File: src/common/multiprotocol_serial_transmitter_defs.vh
// constants for the multiprotocol serial transmitter
`ifndef MULTIPROTOCOL_SERIAL_TRANSMITTER_DEFS_VH
`define MULTIPROTOCOL_SERIAL_TRANSMITTER_DEFS_VH

// operating modes (op_mode)
`define MODE_ASYNC      3'h0
`define MODE_MONOSYNC   3'h1
`define MODE_BISYNC     3'h2
`define MODE_EXTSYNC    3'h3
`define MODE_SDLC       3'h4

// clock mode field and transmit clock edges per bit
`define CLK_X1          2'h0
`define CLK_X16         2'h1
`define CLK_X32         2'h2
`define CLK_X64         2'h3
`define DIV_X1          8'h01
`define DIV_X16         8'h10
`define DIV_X32         8'h20
`define DIV_X64         8'h40

// stop bit field (0 is taken as one stop bit)
`define STOP_1          2'h1
`define STOP_1P5        2'h2
`define STOP_2          2'h3

// crc polynomials and presets
`define POLY_CRC16      16'h8005
`define POLY_CCITT      16'h1021
`define CRC_PRESET_SDLC 16'hFFFF
`define CRC_PRESET_COP  16'h0000
`define CRC_LEN         5'h10

// bit-oriented framing
`define SDLC_FLAG       8'h7E
`define STUFF_RUN       3'h5
`define ABORT_ONES      5'h0C

`endif

File: src/hw/multiprotocol_serial_transmitter.v
// transmitter section of one serial controller channel
`timescale 1ns/100ps
`include "multiprotocol_serial_transmitter_defs.vh"

// Summary of operation
// - double-buffer characters; buffer moves to shifter when it is free; LSB first
// - becoming-empty flag set per transfer; cleared by write or reset-pending command
// - buffer-empty status always shows whether the buffer holds a character
// - line marks after reset; send-break forces it low and discards the character
// - clock mode selects 1x, 16x, 32x or 64x transmit clock per bit
// - each new bit goes out on a falling transmit clock edge
// - async: line marks after enable until first character is written
// - async frame: start, data, optional parity, 1, 1.5 or 2 stop bits
// - async: no data keeps the line high and all-sent set
// - async disable finishes the character; flag and request stay
// - request-to-send active at once; async release waits for empty transmitter
// - auto-enables gate character start on clear-to-send; else change only flagged
// - bisync sends low then high sync byte; monosync and external sync the low byte
// - sync modes mark while disabled, then send sync until data is loaded
// - idle/crc latch set at init; entering idle from data sets becoming-empty
// - latch cleared: next underrun sends crc, sets latch and status change
// - disable finishes the character; in crc phase sync bits replace crc bits
// - selectable crc polynomial; reset-crc command clears it outside sdlc
// - crc enable sampled per character when it is written
// - sdlc inserts a zero after five ones in data and crc
// - abort sends twelve ones, discards shifter and buffer, then idles
// - sdlc crc presets to ones and goes out inverted
// - parity bit makes the count of ones even or odd as selected
// - sdlc flag 01111110 is the idle character and is never stuffed

module multiprotocol_serial_transmitter (
	// clock and reset
	input  wire       core_clk,
	input  wire       reset,
	// host data and commands
	input  wire [7:0] data_in,
	input  wire       data_write,
	input  wire       cmd_reset_tx,
	input  wire       cmd_reset_tx_pending,
	input  wire       cmd_reset_idle_crc,
	input  wire       cmd_reset_crc,
	input  wire       cmd_send_abort,
	// configuration
	input  wire [2:0] op_mode,
	input  wire [1:0] clock_mode,
	input  wire [1:0] bits_per_char,
	input  wire [1:0] stop_bits,
	input  wire       parity_enable,
	input  wire       parity_even,
	input  wire       tx_enable,
	input  wire       send_break,
	input  wire       rts_control,
	input  wire       auto_enables,
	input  wire       crc_enable,
	input  wire       crc_poly_ccitt,
	input  wire [7:0] sync_char_low,
	input  wire [7:0] sync_char_high,
	// serial line
	input  wire       transmit_clock_in,
	input  wire       cts_n,
	output reg        txd,
	output reg        rts_n,
	// status
	output wire       tx_buffer_empty,
	output reg        tx_becoming_empty,
	output wire       tx_request,
	output reg        all_sent,
	output reg        idle_crc_latch,
	output reg        ext_status_change,
	output wire       cts_status
);

localparam S_OFF   = 6'b000001;
localparam S_ASYNC = 6'b000010;
localparam S_SYNC  = 6'b000100;
localparam S_DATA  = 6'b001000;
localparam S_CRC   = 6'b010000;
localparam S_ABORT = 6'b100000;

function [15:0] crc_step;
	input [15:0] c;
	input        b;
	input        ccitt;
	begin
		crc_step = {c[14:0], 1'b0} ^ ((c[15] ^ b) ? (ccitt ? `POLY_CCITT : `POLY_CRC16)
			: 16'h0000);
	end
endfunction

function [15:0] rev16;
	input [15:0] v;
	integer i;
	begin
		for (i = 0; i < 16; i = i + 1) begin
			rev16[i] = v[15 - i];
		end
	end
endfunction

////////////////////////////////////////////////////////////////////////////////
// registers

reg  [2:0]  txc_sync;
reg  [2:0]  cts_sync;
reg         txc_level;
reg         cts_level;
reg  [5:0]  state;
reg  [15:0] shifter;
reg  [4:0]  bits_left;
reg  [7:0]  cnt;
reg  [7:0]  bit_len;
reg  [2:0]  ones;
reg  [15:0] crc;
reg  [7:0]  buf_data;
reg         buf_full;
reg         buf_crc;
reg         char_crc;
reg         abort_req;
reg         rts_hold;

////////////////////////////////////////////////////////////////////////////////
// decoding

wire rst      = reset | cmd_reset_tx;
wire is_async = (op_mode == `MODE_ASYNC);
wire is_sdlc  = (op_mode == `MODE_SDLC);
wire is_bisync = (op_mode == `MODE_BISYNC);
// edges count only once the second and third stages agree
wire txc_fall = (txc_sync[1] == txc_sync[2]) && !txc_sync[2] && txc_level;
wire cts_change = (cts_sync[1] == cts_sync[2]) && (cts_sync[2] != cts_level);
wire go = tx_enable && (!auto_enables || !cts_level);

reg  [7:0] div_len;
always @* begin
	case (clock_mode)
	`CLK_X16: div_len = `DIV_X16;
	`CLK_X32: div_len = `DIV_X32;
	`CLK_X64: div_len = `DIV_X64;
	default:  div_len = `DIV_X1;
	endcase
end

// 1.5 stop bits in 1x mode collapses to one bit time
wire [7:0] stop_len = (stop_bits == `STOP_2) ? {div_len[6:0], 1'b0} :
	(stop_bits == `STOP_1P5) ? div_len + {1'b0, div_len[7:1]} : div_len;
wire [7:0] cnt_inc   = cnt + 8'h01;
wire       edge_done = (cnt_inc >= bit_len);
wire       stuff_now = txc_fall && edge_done && is_sdlc && ((state == S_DATA) ||
	(state == S_CRC)) && (ones == `STUFF_RUN);

wire [3:0]  nbits   = 4'h5 + {2'h0, bits_per_char};
wire [7:0]  data_m  = buf_data & (8'hFF >> (2'h3 - bits_per_char));
wire        par_bit = parity_even ? ^data_m : ~^data_m;
wire [4:0]  par_pos = {1'b0, nbits} + 5'h01;
wire [15:0] async_frame = (16'hFFFF << (par_pos + {4'h0, parity_enable})) |
	({15'h0000, par_bit} << par_pos) | {7'h00, data_m, 1'b0};
wire [4:0]  async_len = par_pos + 5'h01 + {4'h0, parity_enable};
wire [15:0] sync_word = is_sdlc ? {`SDLC_FLAG, `SDLC_FLAG} :
	is_bisync ? {sync_char_high, sync_char_low} : {sync_char_low, sync_char_low};
wire [4:0]  crc_pos = 5'h10 - bits_left;

////////////////////////////////////////////////////////////////////////////////
// bit sequencer

reg        next_txd;
reg [15:0] next_shifter;
reg [4:0]  next_bits_left;
reg [5:0]  next_state;
reg [7:0]  next_cnt;
reg [2:0]  next_ones;
reg [15:0] pat;
reg [4:0]  plen;
reg        ld;
reg        placed;
reg        take;
reg        set_be;
reg        crc_enter;
reg        abort_go;
reg        crc_bit_en;
reg        crc_bit;

always @* begin
	next_txd       = txd;
	next_shifter   = shifter;
	next_bits_left = bits_left;
	next_state     = state;
	next_cnt       = cnt;
	next_ones      = ones;
	pat            = 16'hFFFF;
	plen           = 5'h01;
	ld             = 1'b0;
	placed         = 1'b0;
	take           = 1'b0;
	set_be         = 1'b0;
	crc_enter      = 1'b0;
	abort_go       = 1'b0;
	crc_bit_en     = 1'b0;
	crc_bit        = 1'b0;
	if (send_break) begin
		next_txd       = 1'b0;
		next_state     = S_OFF;
		next_bits_left = 5'h00;
		next_cnt       = 8'h00;
	end else if (txc_fall) begin
		next_cnt = cnt_inc;
		if (abort_req) begin
			abort_go   = 1'b1;
			ld         = 1'b1;
			plen       = `ABORT_ONES;
			next_state = S_ABORT;
		end else if (stuff_now) begin
			next_txd = 1'b0;
			next_cnt = 8'h00;
			placed   = 1'b1;
		end else if (edge_done && bits_left != 5'h00) begin
			// a crc cut short by disable is padded with sync bits in step
			next_txd = (state == S_CRC && !tx_enable) ? sync_word[crc_pos[3:0]] :
				shifter[0];
			next_shifter   = {1'b1, shifter[15:1]};
			next_bits_left = bits_left - 5'h01;
			next_cnt       = 8'h00;
			placed         = 1'b1;
			crc_bit_en     = (state == S_DATA) && char_crc;
			crc_bit        = shifter[0];
		end else if (state == S_OFF || edge_done) begin
			next_cnt = 8'h00;
			if (is_async) begin
				if (go && buf_full) begin
					ld         = 1'b1;
					take       = 1'b1;
					set_be     = 1'b1;
					pat        = async_frame;
					plen       = async_len;
					next_state = S_ASYNC;
				end else begin
					next_txd   = 1'b1;
					next_state = S_OFF;
				end
			end else if (!go) begin
				next_txd   = 1'b1;
				next_state = S_OFF;
			end else if (buf_full) begin
				ld         = 1'b1;
				take       = 1'b1;
				set_be     = 1'b1;
				pat        = {8'hFF, data_m};
				plen       = {1'b0, nbits};
				next_state = S_DATA;
				crc_bit_en = buf_crc;
				crc_bit    = data_m[0];
			end else if (state == S_DATA && !idle_crc_latch) begin
				ld         = 1'b1;
				crc_enter  = 1'b1;
				pat        = rev16(is_sdlc ? ~crc : crc);
				plen       = `CRC_LEN;
				next_state = S_CRC;
			end else begin
				ld         = 1'b1;
				set_be     = (state == S_DATA);
				pat        = is_sdlc ? {8'hFF, `SDLC_FLAG} : sync_word;
				plen       = (is_bisync && !is_sdlc) ? 5'h10 : 5'h08;
				next_state = S_SYNC;
			end
		end
	end else if (state == S_OFF) begin
		// a break that has just been lifted must not leave the line spacing
		next_txd = 1'b1;
	end
	if (ld) begin
		next_txd       = pat[0];
		next_shifter   = {1'b1, pat[15:1]};
		next_bits_left = plen - 5'h01;
		next_cnt       = 8'h00;
		placed         = 1'b1;
	end
	// flags and aborts reset the run so they never trigger insertion
	if (placed) begin
		next_ones = (is_sdlc && (next_state == S_DATA || next_state == S_CRC) && next_txd) ?
			ones + 3'h1 : 3'h0;
	end
end

////////////////////////////////////////////////////////////////////////////////
// state update

always @(posedge core_clk) begin
	txc_sync <= {txc_sync[1:0], transmit_clock_in};
	cts_sync <= {cts_sync[1:0], cts_n};
	if (rst) begin
		txc_level         <= 1'b1;
		cts_level         <= 1'b1;
		state             <= S_OFF;
		txd               <= 1'b1;
		shifter           <= 16'hFFFF;
		bits_left         <= 5'h00;
		cnt               <= 8'h00;
		bit_len           <= `DIV_X1;
		ones              <= 3'h0;
		crc               <= `CRC_PRESET_COP;
		buf_data          <= 8'h00;
		buf_full          <= 1'b0;
		buf_crc           <= 1'b0;
		char_crc          <= 1'b0;
		abort_req         <= 1'b0;
		rts_hold          <= 1'b0;
		rts_n             <= 1'b1;
		tx_becoming_empty <= 1'b0;
		all_sent          <= 1'b1;
		idle_crc_latch    <= 1'b1;
		ext_status_change <= 1'b0;
	end else begin
		if (txc_sync[1] == txc_sync[2]) begin
			txc_level <= txc_sync[2];
		end
		if (cts_sync[1] == cts_sync[2]) begin
			cts_level <= cts_sync[2];
		end
		ext_status_change <= cts_change | crc_enter;
		state     <= next_state;
		txd       <= next_txd;
		shifter   <= next_shifter;
		bits_left <= next_bits_left;
		cnt       <= next_cnt;
		ones      <= next_ones;
		// the last async bit is the stop bit and may be stretched
		bit_len   <= (next_state == S_ASYNC && next_bits_left == 5'h00) ? stop_len : div_len;
		if (data_write) begin
			buf_data <= data_in;
			buf_crc  <= crc_enable;
			buf_full <= 1'b1;
		end else if (take || cmd_send_abort) begin
			buf_full <= 1'b0;
		end
		if (take) begin
			char_crc <= buf_crc;
		end
		// a transfer in the same cycle as a clear keeps the flag set
		if (set_be) begin
			tx_becoming_empty <= 1'b1;
		end else if (data_write || cmd_reset_tx_pending) begin
			tx_becoming_empty <= 1'b0;
		end
		if (crc_enter) begin
			idle_crc_latch <= 1'b1;
		end else if (cmd_reset_idle_crc) begin
			idle_crc_latch <= 1'b0;
		end
		if (cmd_send_abort) begin
			abort_req <= 1'b1;
		end else if (abort_go) begin
			abort_req <= 1'b0;
		end
		if (cmd_reset_crc) begin
			crc <= is_sdlc ? `CRC_PRESET_SDLC : `CRC_PRESET_COP;
		end else if (crc_bit_en) begin
			crc <= crc_step(crc, crc_bit, crc_poly_ccitt);
		end
		if (rts_control) begin
			rts_hold <= 1'b1;
		end else if (!buf_full && state == S_OFF) begin
			rts_hold <= 1'b0;
		end
		rts_n    <= ~(rts_control | (is_async & rts_hold));
		all_sent <= is_async && state == S_OFF && !buf_full;
	end
end

assign tx_buffer_empty = ~buf_full;
assign tx_request      = tx_becoming_empty;
assign cts_status      = ~cts_level;

endmodule

File: config.mk
export PLATFORM = sky130hd
export DESIGN_NAME = multiprotocol_serial_transmitter
export DESIGN_NICKNAME = d
export VERILOG_FILES = /design/src/hw/multiprotocol_serial_transmitter.v
export VERILOG_INCLUDE_DIRS = /design/src /design/src/common
export SDC_FILE = /design/constraint.sdc
export NUM_CORES = 1
export LEC_CHECK = 0
export BUFFER_PORTS_ARGS = -buffer_cell sky130_fd_sc_hd__buf_4
export CORE_MARGIN = 1.5
export CORE_UTILIZATION = 54
export DETAILED_ROUTE_END_ITERATION = 7
export HOLD_SLACK_MARGIN = 0.08
export PLACE_DENSITY = 0.77
export RECOVER_POWER = 100
export SETUP_SLACK_MARGIN = 0.5
export SYNTH_ARGS = -nofsm -noshare
export SYNTH_HDL_FRONTEND = slang
export SYNTH_SLANG_ARGS = --single-unit
File: constraint.sdc
create_clock -name core_clk -period 4.7 [get_ports core_clk]
set_clock_uncertainty 0.15 [all_clocks]
set_input_delay 0.705 -clock core_clk [delete_from_list [all_inputs] [get_ports core_clk]]
set_output_delay 0.705 -clock core_clk [all_outputs]
set_load 0.03 [all_outputs]
# Word-level counts from Yosys, hierarchy flattened
# Index checks and enable logic that the tools add are counted.
[op_classes]
add_sub_neg = 12
n_lt_le_gt_ge = 2
eq_ne = 20
shift = 3
n_mux = 152
n_bitwise = 13
reduce_logical = 48
[op_table]
columns = ["cell", "n"]
rows = [
  ["16-bit 2-to-1 mux", 20],
  ["5-bit 2-to-1 mux", 21],
  ["15-bit 2-to-1 mux", 6],
  ["1-bit 2-to-1 mux", 87],
  ["8-bit 2-to-1 mux", 7],
  ["6-bit 2-to-1 mux", 7],
  ["7-bit case mux with 3 select lines", 1],
  ["1-bit logical AND", 20],
  ["16-bit inverter", 1],
  ["16-bit OR", 1],
  ["16-bit by 9-bit OR with 16-bit output", 1],
  ["1-bit by 5-bit << shifter with 16-bit output", 1],
  ["16-bit by 5-bit << shifter with 16-bit output (first input constant)", 1],
  ["16-bit bitwise XOR", 1],
  ["2-bit nonzero test", 7],
  ["6-bit by 4-bit == test with 1-bit output (second input constant)", 2],
  ["6-bit by 5-bit == test with 1-bit output (second input constant)", 2],
  ["5-bit by 1-bit adder with 5-bit output", 2],
  ["5-bit by 1-bit subtractor with 5-bit output (second input constant)", 2],
  ["8-bit by 1-bit adder with 8-bit output (second input constant)", 1],
  ["8-bit by 7-bit adder with 8-bit output", 1],
  ["8-bit bitwise AND", 1],
  ["2-bit == test (second input constant)", 4],
  ["8-bit >= comparator", 1],
  ["other kinds (33)", 52],
]
[word_totals]
register_bits = 88
inputBits = 51
wordCells = 273

# Longest topological paths before layout
# Gate-level depths: netlist of run 1.
[depth]
ltp_word = 19
mapped_depth = 21
depth_no_buf = 19

# Worst setup path before layout of run 1
# Ideal clock, no wire load.
[synth_timing]
kind = "input to register"
startpoint = "input port bits_per_char[0]"
endpoint = "register bit_len[4]"
setup_ns = 0.070
arrival_ns = 4.217
setup_slack_ns = 0.263
stages = 14
path_cell_list = "inv_1 ha_1 xor2_1 inv_1 ha_1 xnor2_1 or3_1 a31oi_1 a21o_1 and4_1 a211oi_1 or4b_2 or4_1 a21oi_1"
[synth_via]
elab_chain_len = 17
word_cells_on_any_way = 19
classes_between = "5 x add/sub; 12 x mux; 2 x reduce/logical"
[synth_lines]
columns = ["element", "line_no", "source"]
rows = [
  ["start: declaration", "multiprotocol_serial_transmitter.v:46", "input wire [1:0] bits_per_char,"],
  ["3-bit by 2-bit adder with 4-bit output *", "multiprotocol_serial_transmitter.v:151", "wire [3:0] nbits = 4'h5 + {2'h0, bits_per_char};"],
  ["4-bit by 1-bit adder with 5-bit output", "multiprotocol_serial_transmitter.v:154", "wire [4:0] par_pos = {1'b0, nbits} + 5'h01;"],
  ["5-bit by 1-bit adder with 5-bit output (2 in series)", "multiprotocol_serial_transmitter.v:157", "wire [4:0] async_len = par_pos + 5'h01 + {4'h0, parity_enable};"],
  ["5-bit 2-to-1 mux", "multiprotocol_serial_transmitter.v:228", "if (go && buf_full) begin"],
  ["5-bit 2-to-1 mux *", "multiprotocol_serial_transmitter.v:227", "if (is_async) begin"],
  ["5-bit 2-to-1 mux *", "multiprotocol_serial_transmitter.v:225", "end else if (state == S_OFF || edge_done) begin"],
  ["5-bit 2-to-1 mux *", "multiprotocol_serial_transmitter.v:215", "end else if (edge_done && bits_left != 5'h00) begin"],
  ["5-bit 2-to-1 mux *", "multiprotocol_serial_transmitter.v:211", "end else if (stuff_now) begin"],
  ["5-bit 2-to-1 mux *", "multiprotocol_serial_transmitter.v:206", "if (abort_req) begin"],
  ["5-bit 2-to-1 mux *", "multiprotocol_serial_transmitter.v:204", "end else if (txc_fall) begin"],
  ["5-bit 2-to-1 mux *", "multiprotocol_serial_transmitter.v:199", "if (send_break) begin"],
  ["5-bit by 1-bit subtractor with 5-bit output *", "multiprotocol_serial_transmitter.v:272", "next_bits_left = plen - 5'h01;"],
  ["5-bit 2-to-1 mux *", "multiprotocol_serial_transmitter.v:269", "if (ld) begin"],
  ["5-bit logical NOT *", "multiprotocol_serial_transmitter.v:326", "bit_len <= (next_state == S_ASYNC && next_bits_left == 5'h00) ? stop_len : div_len;"],
  ["1-bit logical AND *", "multiprotocol_serial_transmitter.v:326", ""],
  ["8-bit 2-to-1 mux *", "multiprotocol_serial_transmitter.v:326", ""],
  ["end signal: assignment", "multiprotocol_serial_transmitter.v:297", "bit_len <= `DIV_X1;"],
  ["end signal: assignment", "multiprotocol_serial_transmitter.v:326", ""],
  ["end: declaration", "multiprotocol_serial_transmitter.v:111", "reg [7:0] bit_len;"],
]
# Mark *: on every way between the ends. The rest lies on a longest branch, timed or not.
# A chain may end at the register's enable or synchronous reset.

# Final worst setup path of run 1
[layout_timing]
startpoint = "register cnt[0]"
endpoint = "register bit_len[6]"
[layout_via]
elab_chain_len = 15
word_cells_on_any_way = 37
classes_between = "2 x add/sub; 1 x order compare; 1 x eq/ne; 25 x mux; 8 x reduce/logical"
[layout_lines]
columns = ["element", "line_no", "source"]
rows = [
  ["start: declaration", "multiprotocol_serial_transmitter.v:110", "reg [7:0] cnt;"],
  ["start signal: assignment", "multiprotocol_serial_transmitter.v:323", "cnt <= next_cnt;"],
  ["8-bit by 1-bit adder with 8-bit output *", "multiprotocol_serial_transmitter.v:146", "wire [7:0] cnt_inc = cnt + 8'h01;"],
  ["8-bit >= comparator *", "multiprotocol_serial_transmitter.v:147", "wire edge_done = (cnt_inc >= bit_len);"],
  ["1-bit logical AND (4 in series)", "multiprotocol_serial_transmitter.v:148", "wire stuff_now = txc_fall && edge_done && is_sdlc && ((state == S_DATA) ||"],
  ["5-bit 2-to-1 mux", "multiprotocol_serial_transmitter.v:211", ""],
  ["5-bit 2-to-1 mux", "multiprotocol_serial_transmitter.v:206", ""],
  ["5-bit 2-to-1 mux", "multiprotocol_serial_transmitter.v:204", ""],
  ["5-bit 2-to-1 mux", "multiprotocol_serial_transmitter.v:199", ""],
  ["5-bit by 1-bit subtractor with 5-bit output", "multiprotocol_serial_transmitter.v:272", ""],
  ["5-bit 2-to-1 mux", "multiprotocol_serial_transmitter.v:269", ""],
  ["5-bit logical NOT", "multiprotocol_serial_transmitter.v:326", ""],
  ["1-bit logical AND *", "multiprotocol_serial_transmitter.v:326", ""],
  ["8-bit 2-to-1 mux *", "multiprotocol_serial_transmitter.v:326", ""],
]
# Marked as above.

==> results.json, run 1 <==
{
  "outcome": "finished, violations left",
  "failed_checks": "capacitance limit, slew limit",
  "cts_buffers": 9,
  "timing.final.crit_share_pct": 93.84,
  "ir_worst_vdd_mv": 0.2399,
  "antenna-diode-count": 0,
  "global_route.usage.total_pct": 33.32,
  "htree_num_levels": 3,
  "rsz_0062_raised_after_global_routing": "yes",
  "yosys_warnings": 0,
  "net_count_reported_at_finish": 928,
  "grt_remaining_overflow": 0,
  "cts_num_sinks": 87,
  "synthTopCellsByArea": "sky130_fd_sc_hd__dfxtp_1 29%, sky130_fd_sc_hd__a21oi_1 6.9%, sky130_fd_sc_hd__mux2i_1 5.8%",
  "ys_async_sr_fraction_pct": 0,
  "number_of_flops_mapped_to_enable_cells_by_yosys": 0,
  "drt_iter0_markers": 549,
  "wirelength_um": 19550,
  "p_per_area_nw_per_um2": 228.5,
  "dominant_register_cell_in_the_synthesized_netlist": "sky130_fd_sc_hd__dfxtp_1",
  "path_clk_slew_ns": 0.09,
  "first_pass_grt_wire_length_um": 30670,
  "rows": 38,
  "viasPerCell": 6.469,
  "dp_hpwl_um": 14140,
  "via_count_of_the_first_global_routing_pass": 6159,
  "setup-tns-final_ns": 0,
  "postSynthRegisterBits": 87,
  "io-pin-count": 60,
  "routabilityCongestion": 1.031,
  "fmax_mhz": 226.7,
  "starting_density_of_the_core_pct": 55.64,
  "layout-area-overhead-vs-synth_pct": 18.79,
  "drt_first_pass_iters": 5,
  "tritoncts": "done",
  "post-synth-top-count-cell": "sky130_fd_sc_hd__dfxtp_1",
  "ant_nets": 0,
  "post_synth_most_frequent_cells": "87 x sky130_fd_sc_hd__dfxtp_1, 83 x sky130_fd_sc_hd__a21oi_1, 72 x sky130_fd_sc_hd__nor2_1, 55 x sky130_fd_sc_hd__nand2_1, 40 x sky130_fd_sc_hd__clkbuf_1",
  "fin_crit_ns": 4.411,
  "timing_hold_violations_final": 0,
  "floorplan.die_area_um2": 11860,
  "route.detailed.wl_per_inst_um": 19.61,
  "worst_ep_required_time_ns": 4.69,
  "setup-violations-final": 0,
  "synth.yosys.seq_area_share_pct": 28.75,
  "postSynthCellCount": 784,
  "drv_cap": 1,
  "die_w_um": 108.9,
  "synth_cell_area_um2": 6058,
  "cts_buffer_depth": 2,
  "final_layout_size_suffix_gt1_share_pct": 17.39,
  "sort_of_element_at_the_end_of_the_critical_path": "flip-flop",
  "synth_top_area_cell": "sky130_fd_sc_hd__dfxtp_1",
  "critical_path_arrival_ns": 4.40,
  "crit_path_start_kind": "flip-flop",
  "maxSlewHeadroom_pct": -117.7,
  "clock_latency_ns": 0.39,
  "timing.hold.worst.class": "reg2reg",
  "buffer_ports.inserted": 59,
  "syn_avg_cell_area_um2": 7.727,
  "synthDistinctLibCells": 75,
  "setup.worst_path.class": "reg2reg",
  "route.vias.total": 6450,
  "chipHeight_um": 108.9,
  "critical_path.max_fanout": 6,
  "power_leakage_nw": 2.754,
  "synth.net_count": 860,
  "slew_viol_final": 52,
  "core_um2": 10890,
  "worst_r2r_path_depth": 17,
  "grt_max_degree": 52,
  "cts-hold-fix-buffers": 0,
  "synth.top_cell.area_share_pct": 28.75,
  "slew_at_the_pin_with_the_worst_max_slew_slack_ns": 3.265,
  "clock_tree.root_cell": "sky130_fd_sc_hd__clkbuf_8",
  "drc": 0,
  "utilization_pct": 66.10,
  "holdPathStages": 0,
  "grt_antenna_before_repair": 0
}
-- cell type report --
type / count / area, um^2
timing repair buffer: 103 / 711.9
sequential: 87 / 1755
clock buffer: 13 / 178.9
tap: 140 / 175.2
clock inverter: 3 / 25.02
fill: 965 / 3691
inverter: 36 / 135.1
multi-input combinational: 615 / 4215
-- routing by layer --
metal / global-route usage (%) / up-vias / wire length [um]
met2: 56.25 / 250 / 9528
met5: 0 / - / 0
met1: 40.41 / 3093 / 8049
li1: - / 3053 / -
met3: 7.591 / 54 / 1271
met4: 14.47 / 0 / 704
-- repair_timing --
item / in CTS / in global routing
pin swaps: 14 / 11
setup buffers: 11 / 2
endpoints found under the setup margin: 12 / 12
gates resized for setup: 21 / 24
-- metrics by stage --
step / instance area [um^2] / std cells / power, mW / setup WS [ns] / hold WS, ns
floorplan: 6083 / 784 / 0.9857 / 0.5062 / 0.1596
global placement: 6748 / 968 / 1.103 / 0.2149 / 0.1642
detailed placement: 6748 / 968 / 1.107 / 0.1294 / 0.1643
CTS: 7132 / 995 / 1.641 / 0.4599 / 0.1859
global route: 7197 / 997 / 1.710 / 0.1551 / 0.2005
finish: 7197 / 997 / 1.644 / 0.2894 / 0.1831
-- layout by cell type, fill, tap and decap left out, types with 26 or more instances in the layout --
cell type and count:
sky130_fd_sc_hd__dfxtp_1 82, sky130_fd_sc_hd__o21ai_0 40, sky130_fd_sc_hd__nor2_1 68, sky130_fd_sc_hd__buf_4 82, sky130_fd_sc_hd__a21oi_1 82, sky130_fd_sc_hd__mux2i_1 34
sky130_fd_sc_hd__xnor2_1 26, sky130_fd_sc_hd__nor3_1 32, sky130_fd_sc_hd__inv_1 35, sky130_fd_sc_hd__nand2_1 55
-- power by group --
group          total, mW  switching [mW]  internal, mW
Clock              0.540           0.288         0.252
Sequential         0.766          0.0146         0.751
Combinational      0.339           0.204         0.135
-- path summary, 6_finish.rpt --
kind	start	to	slack (ns)
setup / recovery	cnt[0]	bit_len[6]	0.29
hold / removal	cts_sync[0]	cts_sync[1]	0.18
setup reg to reg	cnt[0]	bit_len[6]	0.29
hold reg to reg	cts_sync[0]	cts_sync[1]	0.18
-- cell families (layout without fill, tap and decap cells) --
| logic type | after synthesis | count (layout) | synth area share (%) |
|---|---|---|---|
| compound gates | 255 | 255 | 27.24 |
| xor+xnor | 34 | 34 | 4.915 |
| fa+ha+maj | 25 | 25 | 5.163 |
| buf+inv | 82 | 155 | 5.411 |
| flops | 87 | 87 | 28.75 |
| mux | 39 | 39 | 6.898 |
| simple gates | 262 | 262 | 21.62 |
-- state kept, by name (all words and copies together) (netlist names), 3 cells and up --
signal,count
bits_left,5
crc,16
state,6
cts_sync,3
cnt,8
shifter,15
bit_len,7
ones,3
buf_data,8
txc_sync,3
-- critical path, stage by stage, from the launching register on --
cell and delay [ns]:
sky130_fd_sc_hd__dfxtp_4 0.40, sky130_fd_sc_hd__ha_4 0.17, sky130_fd_sc_hd__nand3_4 0.10, sky130_fd_sc_hd__nor2_4 0.13
sky130_fd_sc_hd__xor2_1 0.29, sky130_fd_sc_hd__ha_4 0.26, sky130_fd_sc_hd__o211ai_1 0.26, sky130_fd_sc_hd__o311a_4 0.31
sky130_fd_sc_hd__mux2i_4 0.32, sky130_fd_sc_hd__o21a_1 0.22, sky130_fd_sc_hd__nor2_2 0.07, sky130_fd_sc_hd__ha_4 0.18
sky130_fd_sc_hd__a22oi_2 0.17, sky130_fd_sc_hd__a211oi_2 0.11, sky130_fd_sc_hd__or4b_4 0.57, sky130_fd_sc_hd__buf_4 0.16
sky130_fd_sc_hd__o31ai_2 0.23, sky130_fd_sc_hd__a21oi_2 0.08
Note: power is estimated with default switching activity, not from simulation.
==> inputs of run 2 (changes only) <==
==> constraint.sdc (replaced) <==
create_clock -name core_clk -period 4.7 [get_ports core_clk]
set_clock_uncertainty 0.15 [all_clocks]
set_input_delay 0.235 -clock core_clk [delete_from_list [all_inputs] [get_ports core_clk]]
set_output_delay 0.235 -clock core_clk [all_outputs]
set_load 0.03 [all_outputs]
==> results.json, run 2 (synthesis gave the netlist of run 1 again) <==
{
  "timing.hold.worst.class": "in2reg",
  "p_per_area_nw_per_um2": 238.7,
  "slew_at_the_pin_with_the_worst_max_slew_slack_ns": 3.272,
  "finalWorstSetupSlack_ns": 0.3468,
  "seqCellArea_um2": 1760,
  "global_route.usage.total_pct": 34.81,
  "dpl_worst_slack_ns": 0.1397,
  "worst_ep_required_time_ns": 4.67,
  "critical_path_arrival_ns": 4.32,
  "drv_cap": 1,
  "viasPerCell": 6.458,
  "rsz_0062_raised_after_global_routing": "yes",
  "cts_num_sinks": 87,
  "clock_tree.root_cell": "sky130_fd_sc_hd__clkbuf_8",
  "buffer_ports.inserted": 59,
  "ant_nets": 0,
  "drt_iter0_markers": 703,
  "maxSlewHeadroom_pct": -118.1,
  "outcome": "finished, violations left",
  "utilization_pct": 68.58,
  "largest-register": "crc",
  "chipHeight_um": 108.9,
  "setup.worst_path.class": "reg2reg",
  "multi_input_area_um2": 4164,
  "setup-tns-final_ns": 0,
  "drt_first_pass_iters": 8,
  "reg2reg_to": "bit_len[6]",
  "core_um2": 10890,
  "crit_path_start_kind": "flip-flop",
  "path_clk_slew_ns": 0.09,
  "layout_commonest_cell": "sky130_fd_sc_hd__buf_4",
  "sort_of_element_at_the_end_of_the_critical_path": "flip-flop",
  "fin_crit_ns": 4.353,
  "clock_latency_ns": 0.39,
  "io-pin-count": 60,
  "grt_antenna_before_repair": 0,
  "timing_hold_violations_final": 0,
  "first_pass_grt_wire_length_um": 31880,
  "tritoncts": "done",
  "timing.reg2reg.setup_slack_ns": 0.35,
  "worst_hold_startpoint": "reset",
  "rows": 38,
  "fill_cell_instance_count_of_the_final_layout": 904,
  "layout-area-overhead-vs-synth_pct": 23.25,
  "hold_ws_ns": 0.1151,
  "setup-violations-final": 0,
  "starting_density_of_the_core_pct": 55.64,
  "worstHoldEndpoint": "bit_len[0]",
  "power_leakage_nw": 2.885,
  "final_cell_mix": "88 x sky130_fd_sc_hd__buf_4, 83 x sky130_fd_sc_hd__a21oi_1, 82 x sky130_fd_sc_hd__dfxtp_1, 68 x sky130_fd_sc_hd__nor2_1, 55 x sky130_fd_sc_hd__nand2_1",
  "layout_top_registers": "crc: 16 flops, shifter: 15 flops",
  "worst_r2r_path_depth": 17,
  "floorplan.die_area_um2": 11860,
  "ir_worst_vdd_mv": 0.2733,
  "slew_viol_final": 52,
  "grt_max_degree": 52,
  "htree_num_levels": 3,
  "die_w_um": 108.9,
  "critical_path.reg2reg.startpoint": "cnt[1]",
  "route.detailed.wl_per_inst_um": 19.95,
  "fmax_mhz": 229.7,
  "timing.final.crit_share_pct": 92.62,
  "cts_buffer_depth": 2,
  "drc": 2,
  "dp_hpwl_um": 14050,
  "net_count_reported_at_finish": 953,
  "antenna-diode-count": 0,
  "grt_remaining_overflow": 0,
  "holdPathStages": 4,
  "route.vias.total": 6600,
  "cts_buffers": 9,
  "via_count_of_the_first_global_routing_pass": 6308,
  "routabilityCongestion": 0.9831,
  "largest_register_ffs": 16,
  "failed_checks": "DRC, capacitance limit, slew limit",
  "wirelength_um": 20390,
  "final_layout_size_suffix_gt1_share_pct": 17.12,
  "critical_path.max_fanout": 7
}
==> run 2: changes by cell type in the layout (fill, tap and decap cells not counted), sizes merged <==
cell	before	now
inv	35	36
clkinv	3	2
dlygate4sd3	0	21
bufinv	0	3
clkbuf	34	25
buf	82	92
==> run 2: through the flow <==
stage	power [mW]	instances	instance area, um^2
after global routing	1.844	1022	7467
after CTS	1.778	1019	7406
final	1.783	1022	7467
after global placement	1.098	962	6695
after floorplan	0.9849	784	6076
after detailed placement	1.103	962	6695
==> run 2: routing by layer <==
layer | vias to the layer above | wire length [um] | track usage (%)
met1 | 3108 | 8150 | 43.28
met2 | 317 | 9902 | 58.48
met5 | - | 0 | 0
met3 | 84 | 1497 | 5.200
li1 | 3091 | - | -
met4 | 0 | 844 | 17.29
==> run 2: what timing repair did <==
item                       4_1_cts  5_1_grt
resized for setup               24       19
cloned                           0        0
hold endpoints to repair        23        0
setup endpoints to repair       12       12
pin swaps                       15       11
hold buffers                    21        0
buffers inserted                20        3
==> run 2: final cells by class <==
class                   count  share of cell area, %
multi-input cells         615                  55.76
flip-flops and latches     87                  23.58
inverters                  36                  1.810
well taps                 140                  2.346
clock inverters             6                  1.542
repair buffers            128                  13.12
clock buffers              10                  1.843
==> run 2: worst max-delay path, stage by stage (launching register included) <==
cell,delay (ns)
sky130_fd_sc_hd__dfxtp_4,0.39
sky130_fd_sc_hd__nand3_4,0.09
sky130_fd_sc_hd__nor2_4,0.16
sky130_fd_sc_hd__nand3_2,0.12
sky130_fd_sc_hd__xnor2_2,0.27
sky130_fd_sc_hd__ha_4,0.26
sky130_fd_sc_hd__buf_6,0.11
sky130_fd_sc_hd__o211ai_1,0.10
sky130_fd_sc_hd__o311a_1,0.29
sky130_fd_sc_hd__buf_6,0.16
sky130_fd_sc_hd__mux2i_1,0.28
sky130_fd_sc_hd__clkbuf_1,0.32
sky130_fd_sc_hd__nand2_1,0.11
sky130_fd_sc_hd__o32ai_2,0.29
sky130_fd_sc_hd__or4b_4,0.51
sky130_fd_sc_hd__buf_4,0.16
sky130_fd_sc_hd__o31ai_2,0.21
sky130_fd_sc_hd__a21oi_1,0.09
==> run 2: power by group <==
group | total, mW | internal, mW | switching [mW]
combinational | 0.354 | 0.145 | 0.210
clock | 0.663 | 0.370 | 0.293
sequential | 0.765 | 0.750 | 0.0148
total | 1.78 | 1.27 | 0.517
==> run 2: how the worst max path moves through the flow <==
stage	startpoint	endpoint	slack [ns]
finish	cnt[1]	bit_len[6]	0.35
detailed placement	cnt[0]	bit_len[6]	0.14
floorplan	cnt[0]	bit_len[4]	0.51
CTS	cnt[0]	bit_len[6]	0.46
global placement	cnt[0]	bit_len[4]	0.26
global route	cnt[1]	bit_len[6]	0.1
==> inputs of run 3 (changes only) <==
BUFFER_PORTS_ARGS = -buffer_cell sky130_fd_sc_hd__buf_2   (was -buffer_cell sky130_fd_sc_hd__buf_4)
SLEW_MARGIN = 20   (was not set)
==> results.json, run 3 (synthesis gave the netlist of run 1 again) <==
{
  "outcome": "finished, violations left",
  "failed_checks": "capacitance limit, slew limit",
  "fin_cells": 1022,
  "wirelength_um": 19670,
  "timing.hold.worst.class": "in2reg",
  "clock_latency_ns": 0.38,
  "die_w_um": 108.9,
  "net_count_reported_at_finish": 953,
  "dp_hpwl_um": 14000,
  "worstHoldEndpoint": "buf_full",
  "crit_path_start_kind": "flip-flop",
  "largest-register": "crc",
  "floorplan.die_area_um2": 11860,
  "worst_ep_required_time_ns": 4.67,
  "first_pass_grt_wire_length_um": 31090,
  "starting_density_of_the_core_pct": 55.64,
  "drt_iter0_markers": 596,
  "drc": 0,
  "critical_path_arrival_ns": 4.40,
  "maxSlewHeadroom_pct": -122.9,
  "critical_path.reg2reg.startpoint": "cnt[1]",
  "final_cell_mix": "82 x sky130_fd_sc_hd__a21oi_1, 82 x sky130_fd_sc_hd__dfxtp_1, 69 x sky130_fd_sc_hd__nor2_1, 55 x sky130_fd_sc_hd__nand2_1, 50 x sky130_fd_sc_hd__buf_2",
  "htree_num_levels": 3,
  "ir_worst_vdd_mv": 0.2065,
  "seqCellArea_um2": 1758,
  "timing.reg2reg.setup_slack_ns": 0.27,
  "reg2reg_to": "bit_len[6]",
  "via_count_of_the_first_global_routing_pass": 6233,
  "p_per_area_nw_per_um2": 237.6,
  "timing_hold_violations_final": 0,
  "worst_hold_startpoint": "data_write",
  "fmax_mhz": 225.7,
  "fill_cell_instance_count_of_the_final_layout": 910,
  "tritoncts": "done",
  "cts_num_sinks": 87,
  "viasPerCell": 6.387,
  "antenna-diode-count": 0,
  "grt_remaining_overflow": 0,
  "io-pin-count": 60,
  "hold_ws_ns": 0.1075,
  "layout_top_registers": "crc: 16 flops, shifter: 15 flops",
  "buffer_ports.inserted": 59,
  "cts_buffers": 9,
  "drt_first_pass_iters": 7,
  "routabilityCongestion": 0.9813,
  "fin_crit_ns": 4.431,
  "dpl_cell_area_um2": 6555,
  "timing.final.crit_share_pct": 94.28,
  "stdcell_area_um2": 7361,
  "cts_buffer_depth": 2,
  "core_um2": 10890,
  "drv_cap": 1,
  "rows": 38,
  "sort_of_element_at_the_end_of_the_critical_path": "flip-flop",
  "grt_antenna_before_repair": 0,
  "global_route.usage.total_pct": 33.77,
  "ant_nets": 0,
  "rsz_0062_raised_after_global_routing": "yes",
  "placed_cells": 963,
  "slew_at_the_pin_with_the_worst_max_slew_slack_ns": 3.344,
  "worst_r2r_path_depth": 19,
  "layout-area-overhead-vs-synth_pct": 21.50,
  "route.detailed.wl_per_inst_um": 19.25,
  "setup-tns-final_ns": 0,
  "slew_viol_final": 52,
  "power_leakage_nw": 2.863,
  "largest_register_ffs": 16,
  "critical_path.max_fanout": 5,
  "utilization_pct": 67.61,
  "chipHeight_um": 108.9,
  "path_clk_slew_ns": 0.09,
  "final_layout_size_suffix_gt1_share_pct": 18.25,
  "holdPathStages": 3,
  "grt_max_degree": 52,
  "multi_input_area_um2": 4200,
  "setup.worst_path.class": "reg2reg",
  "setup-violations-final": 0,
  "clock_tree.root_cell": "sky130_fd_sc_hd__clkbuf_8",
  "route.vias.total": 6528
}
## run 3: changes by cell type in the layout (fill, tap and decap cells not counted), moves of 3 or more
cell / delta
sky130_fd_sc_hd__dlygate4sd3_1: -4
sky130_fd_sc_hd__o21ai_0: -3
sky130_fd_sc_hd__buf_2: +50
sky130_fd_sc_hd__buf_4: -41
## run 3: cell type report
class | count | area share (%)
clock inverter | 7 | 1.632
tap | 140 | 2.380
inverter | 36 | 1.836
clock buffer | 9 | 1.683
timing repair buffer | 128 | 11.52
sequential | 87 | 23.88
multi-input combinational | 615 | 57.06
## run 3: per-layer routing
layer,global-route usage [%],vias up,wire [um]
met5,0,-,0
met4,16.26,0,732
met3,7.292,70,1370
met2,56.34,292,9569
met1,41.11,3076,7999
li1,-,3090,-
## run 3: worst max-delay path, stage by stage (launching register included)
cell and delay [ns]:
sky130_fd_sc_hd__dfxtp_4 0.39, sky130_fd_sc_hd__ha_4 0.16, sky130_fd_sc_hd__nand3_4 0.08, sky130_fd_sc_hd__nor2_4 0.14, sky130_fd_sc_hd__xor2_2 0.10, sky130_fd_sc_hd__ha_1 0.31, sky130_fd_sc_hd__nand4_1 0.17, sky130_fd_sc_hd__o311a_4 0.45
sky130_fd_sc_hd__mux2i_4 0.22, sky130_fd_sc_hd__o21a_1 0.22, sky130_fd_sc_hd__nor2_1 0.11, sky130_fd_sc_hd__ha_2 0.25, sky130_fd_sc_hd__buf_6 0.12, sky130_fd_sc_hd__a211o_1 0.08, sky130_fd_sc_hd__mux2i_1 0.08, sky130_fd_sc_hd__o21ai_2 0.09
sky130_fd_sc_hd__nand3_1 0.10, sky130_fd_sc_hd__or4_4 0.45, sky130_fd_sc_hd__o31ai_1 0.39, sky130_fd_sc_hd__a21oi_2 0.10
## run 3: stage by stage
| step | setup slack [ns] | power (mW) |
|---|---|---|
| 5_1_grt | 0.1010 | 1.814 |
| 4_1_cts | 0.5009 | 1.744 |
| 3_5_place_dp | 0.1185 | 1.085 |
| 6_report | 0.2688 | 1.749 |
| 2_1_floorplan | 0.5062 | 0.9849 |
| 3_3_place_gp | 0.2785 | 1.079 |
## run 3: repair_timing
item / CTS / global route
pin swaps: 16 / 21
resized for setup: 29 / 16
endpoints found under the setup margin: 11 / 9
hold buffers: 17 / 0
hold endpoints to repair: 22 / 0
buffers inserted: 20 / 6
## run 3: worst max path at each step
stage | cells past startpoint | slack [ns] | from | endpoint
2_1_floorplan | 18 | 0.51 | cnt[0] | bit_len[4]
3_3_place_gp | 14 | 0.28 | cnt[2] | bit_len[4]
3_5_place_dp | 16 | 0.12 | cnt[0] | bit_len[6]
4_1_cts | 16 | 0.50 | cnt[4] | bit_len[4]
5_1_grt | 14 | 0.10 | cnt[1] | bit_len[6]
6_report | 19 | 0.27 | cnt[1] | bit_len[6]
## run 3: power breakdown
group	switching (mW)	internal [mW]
clock	0.289	0.355
combinational	0.208	0.133
sequential	0.0135	0.751
total	0.511	1.24
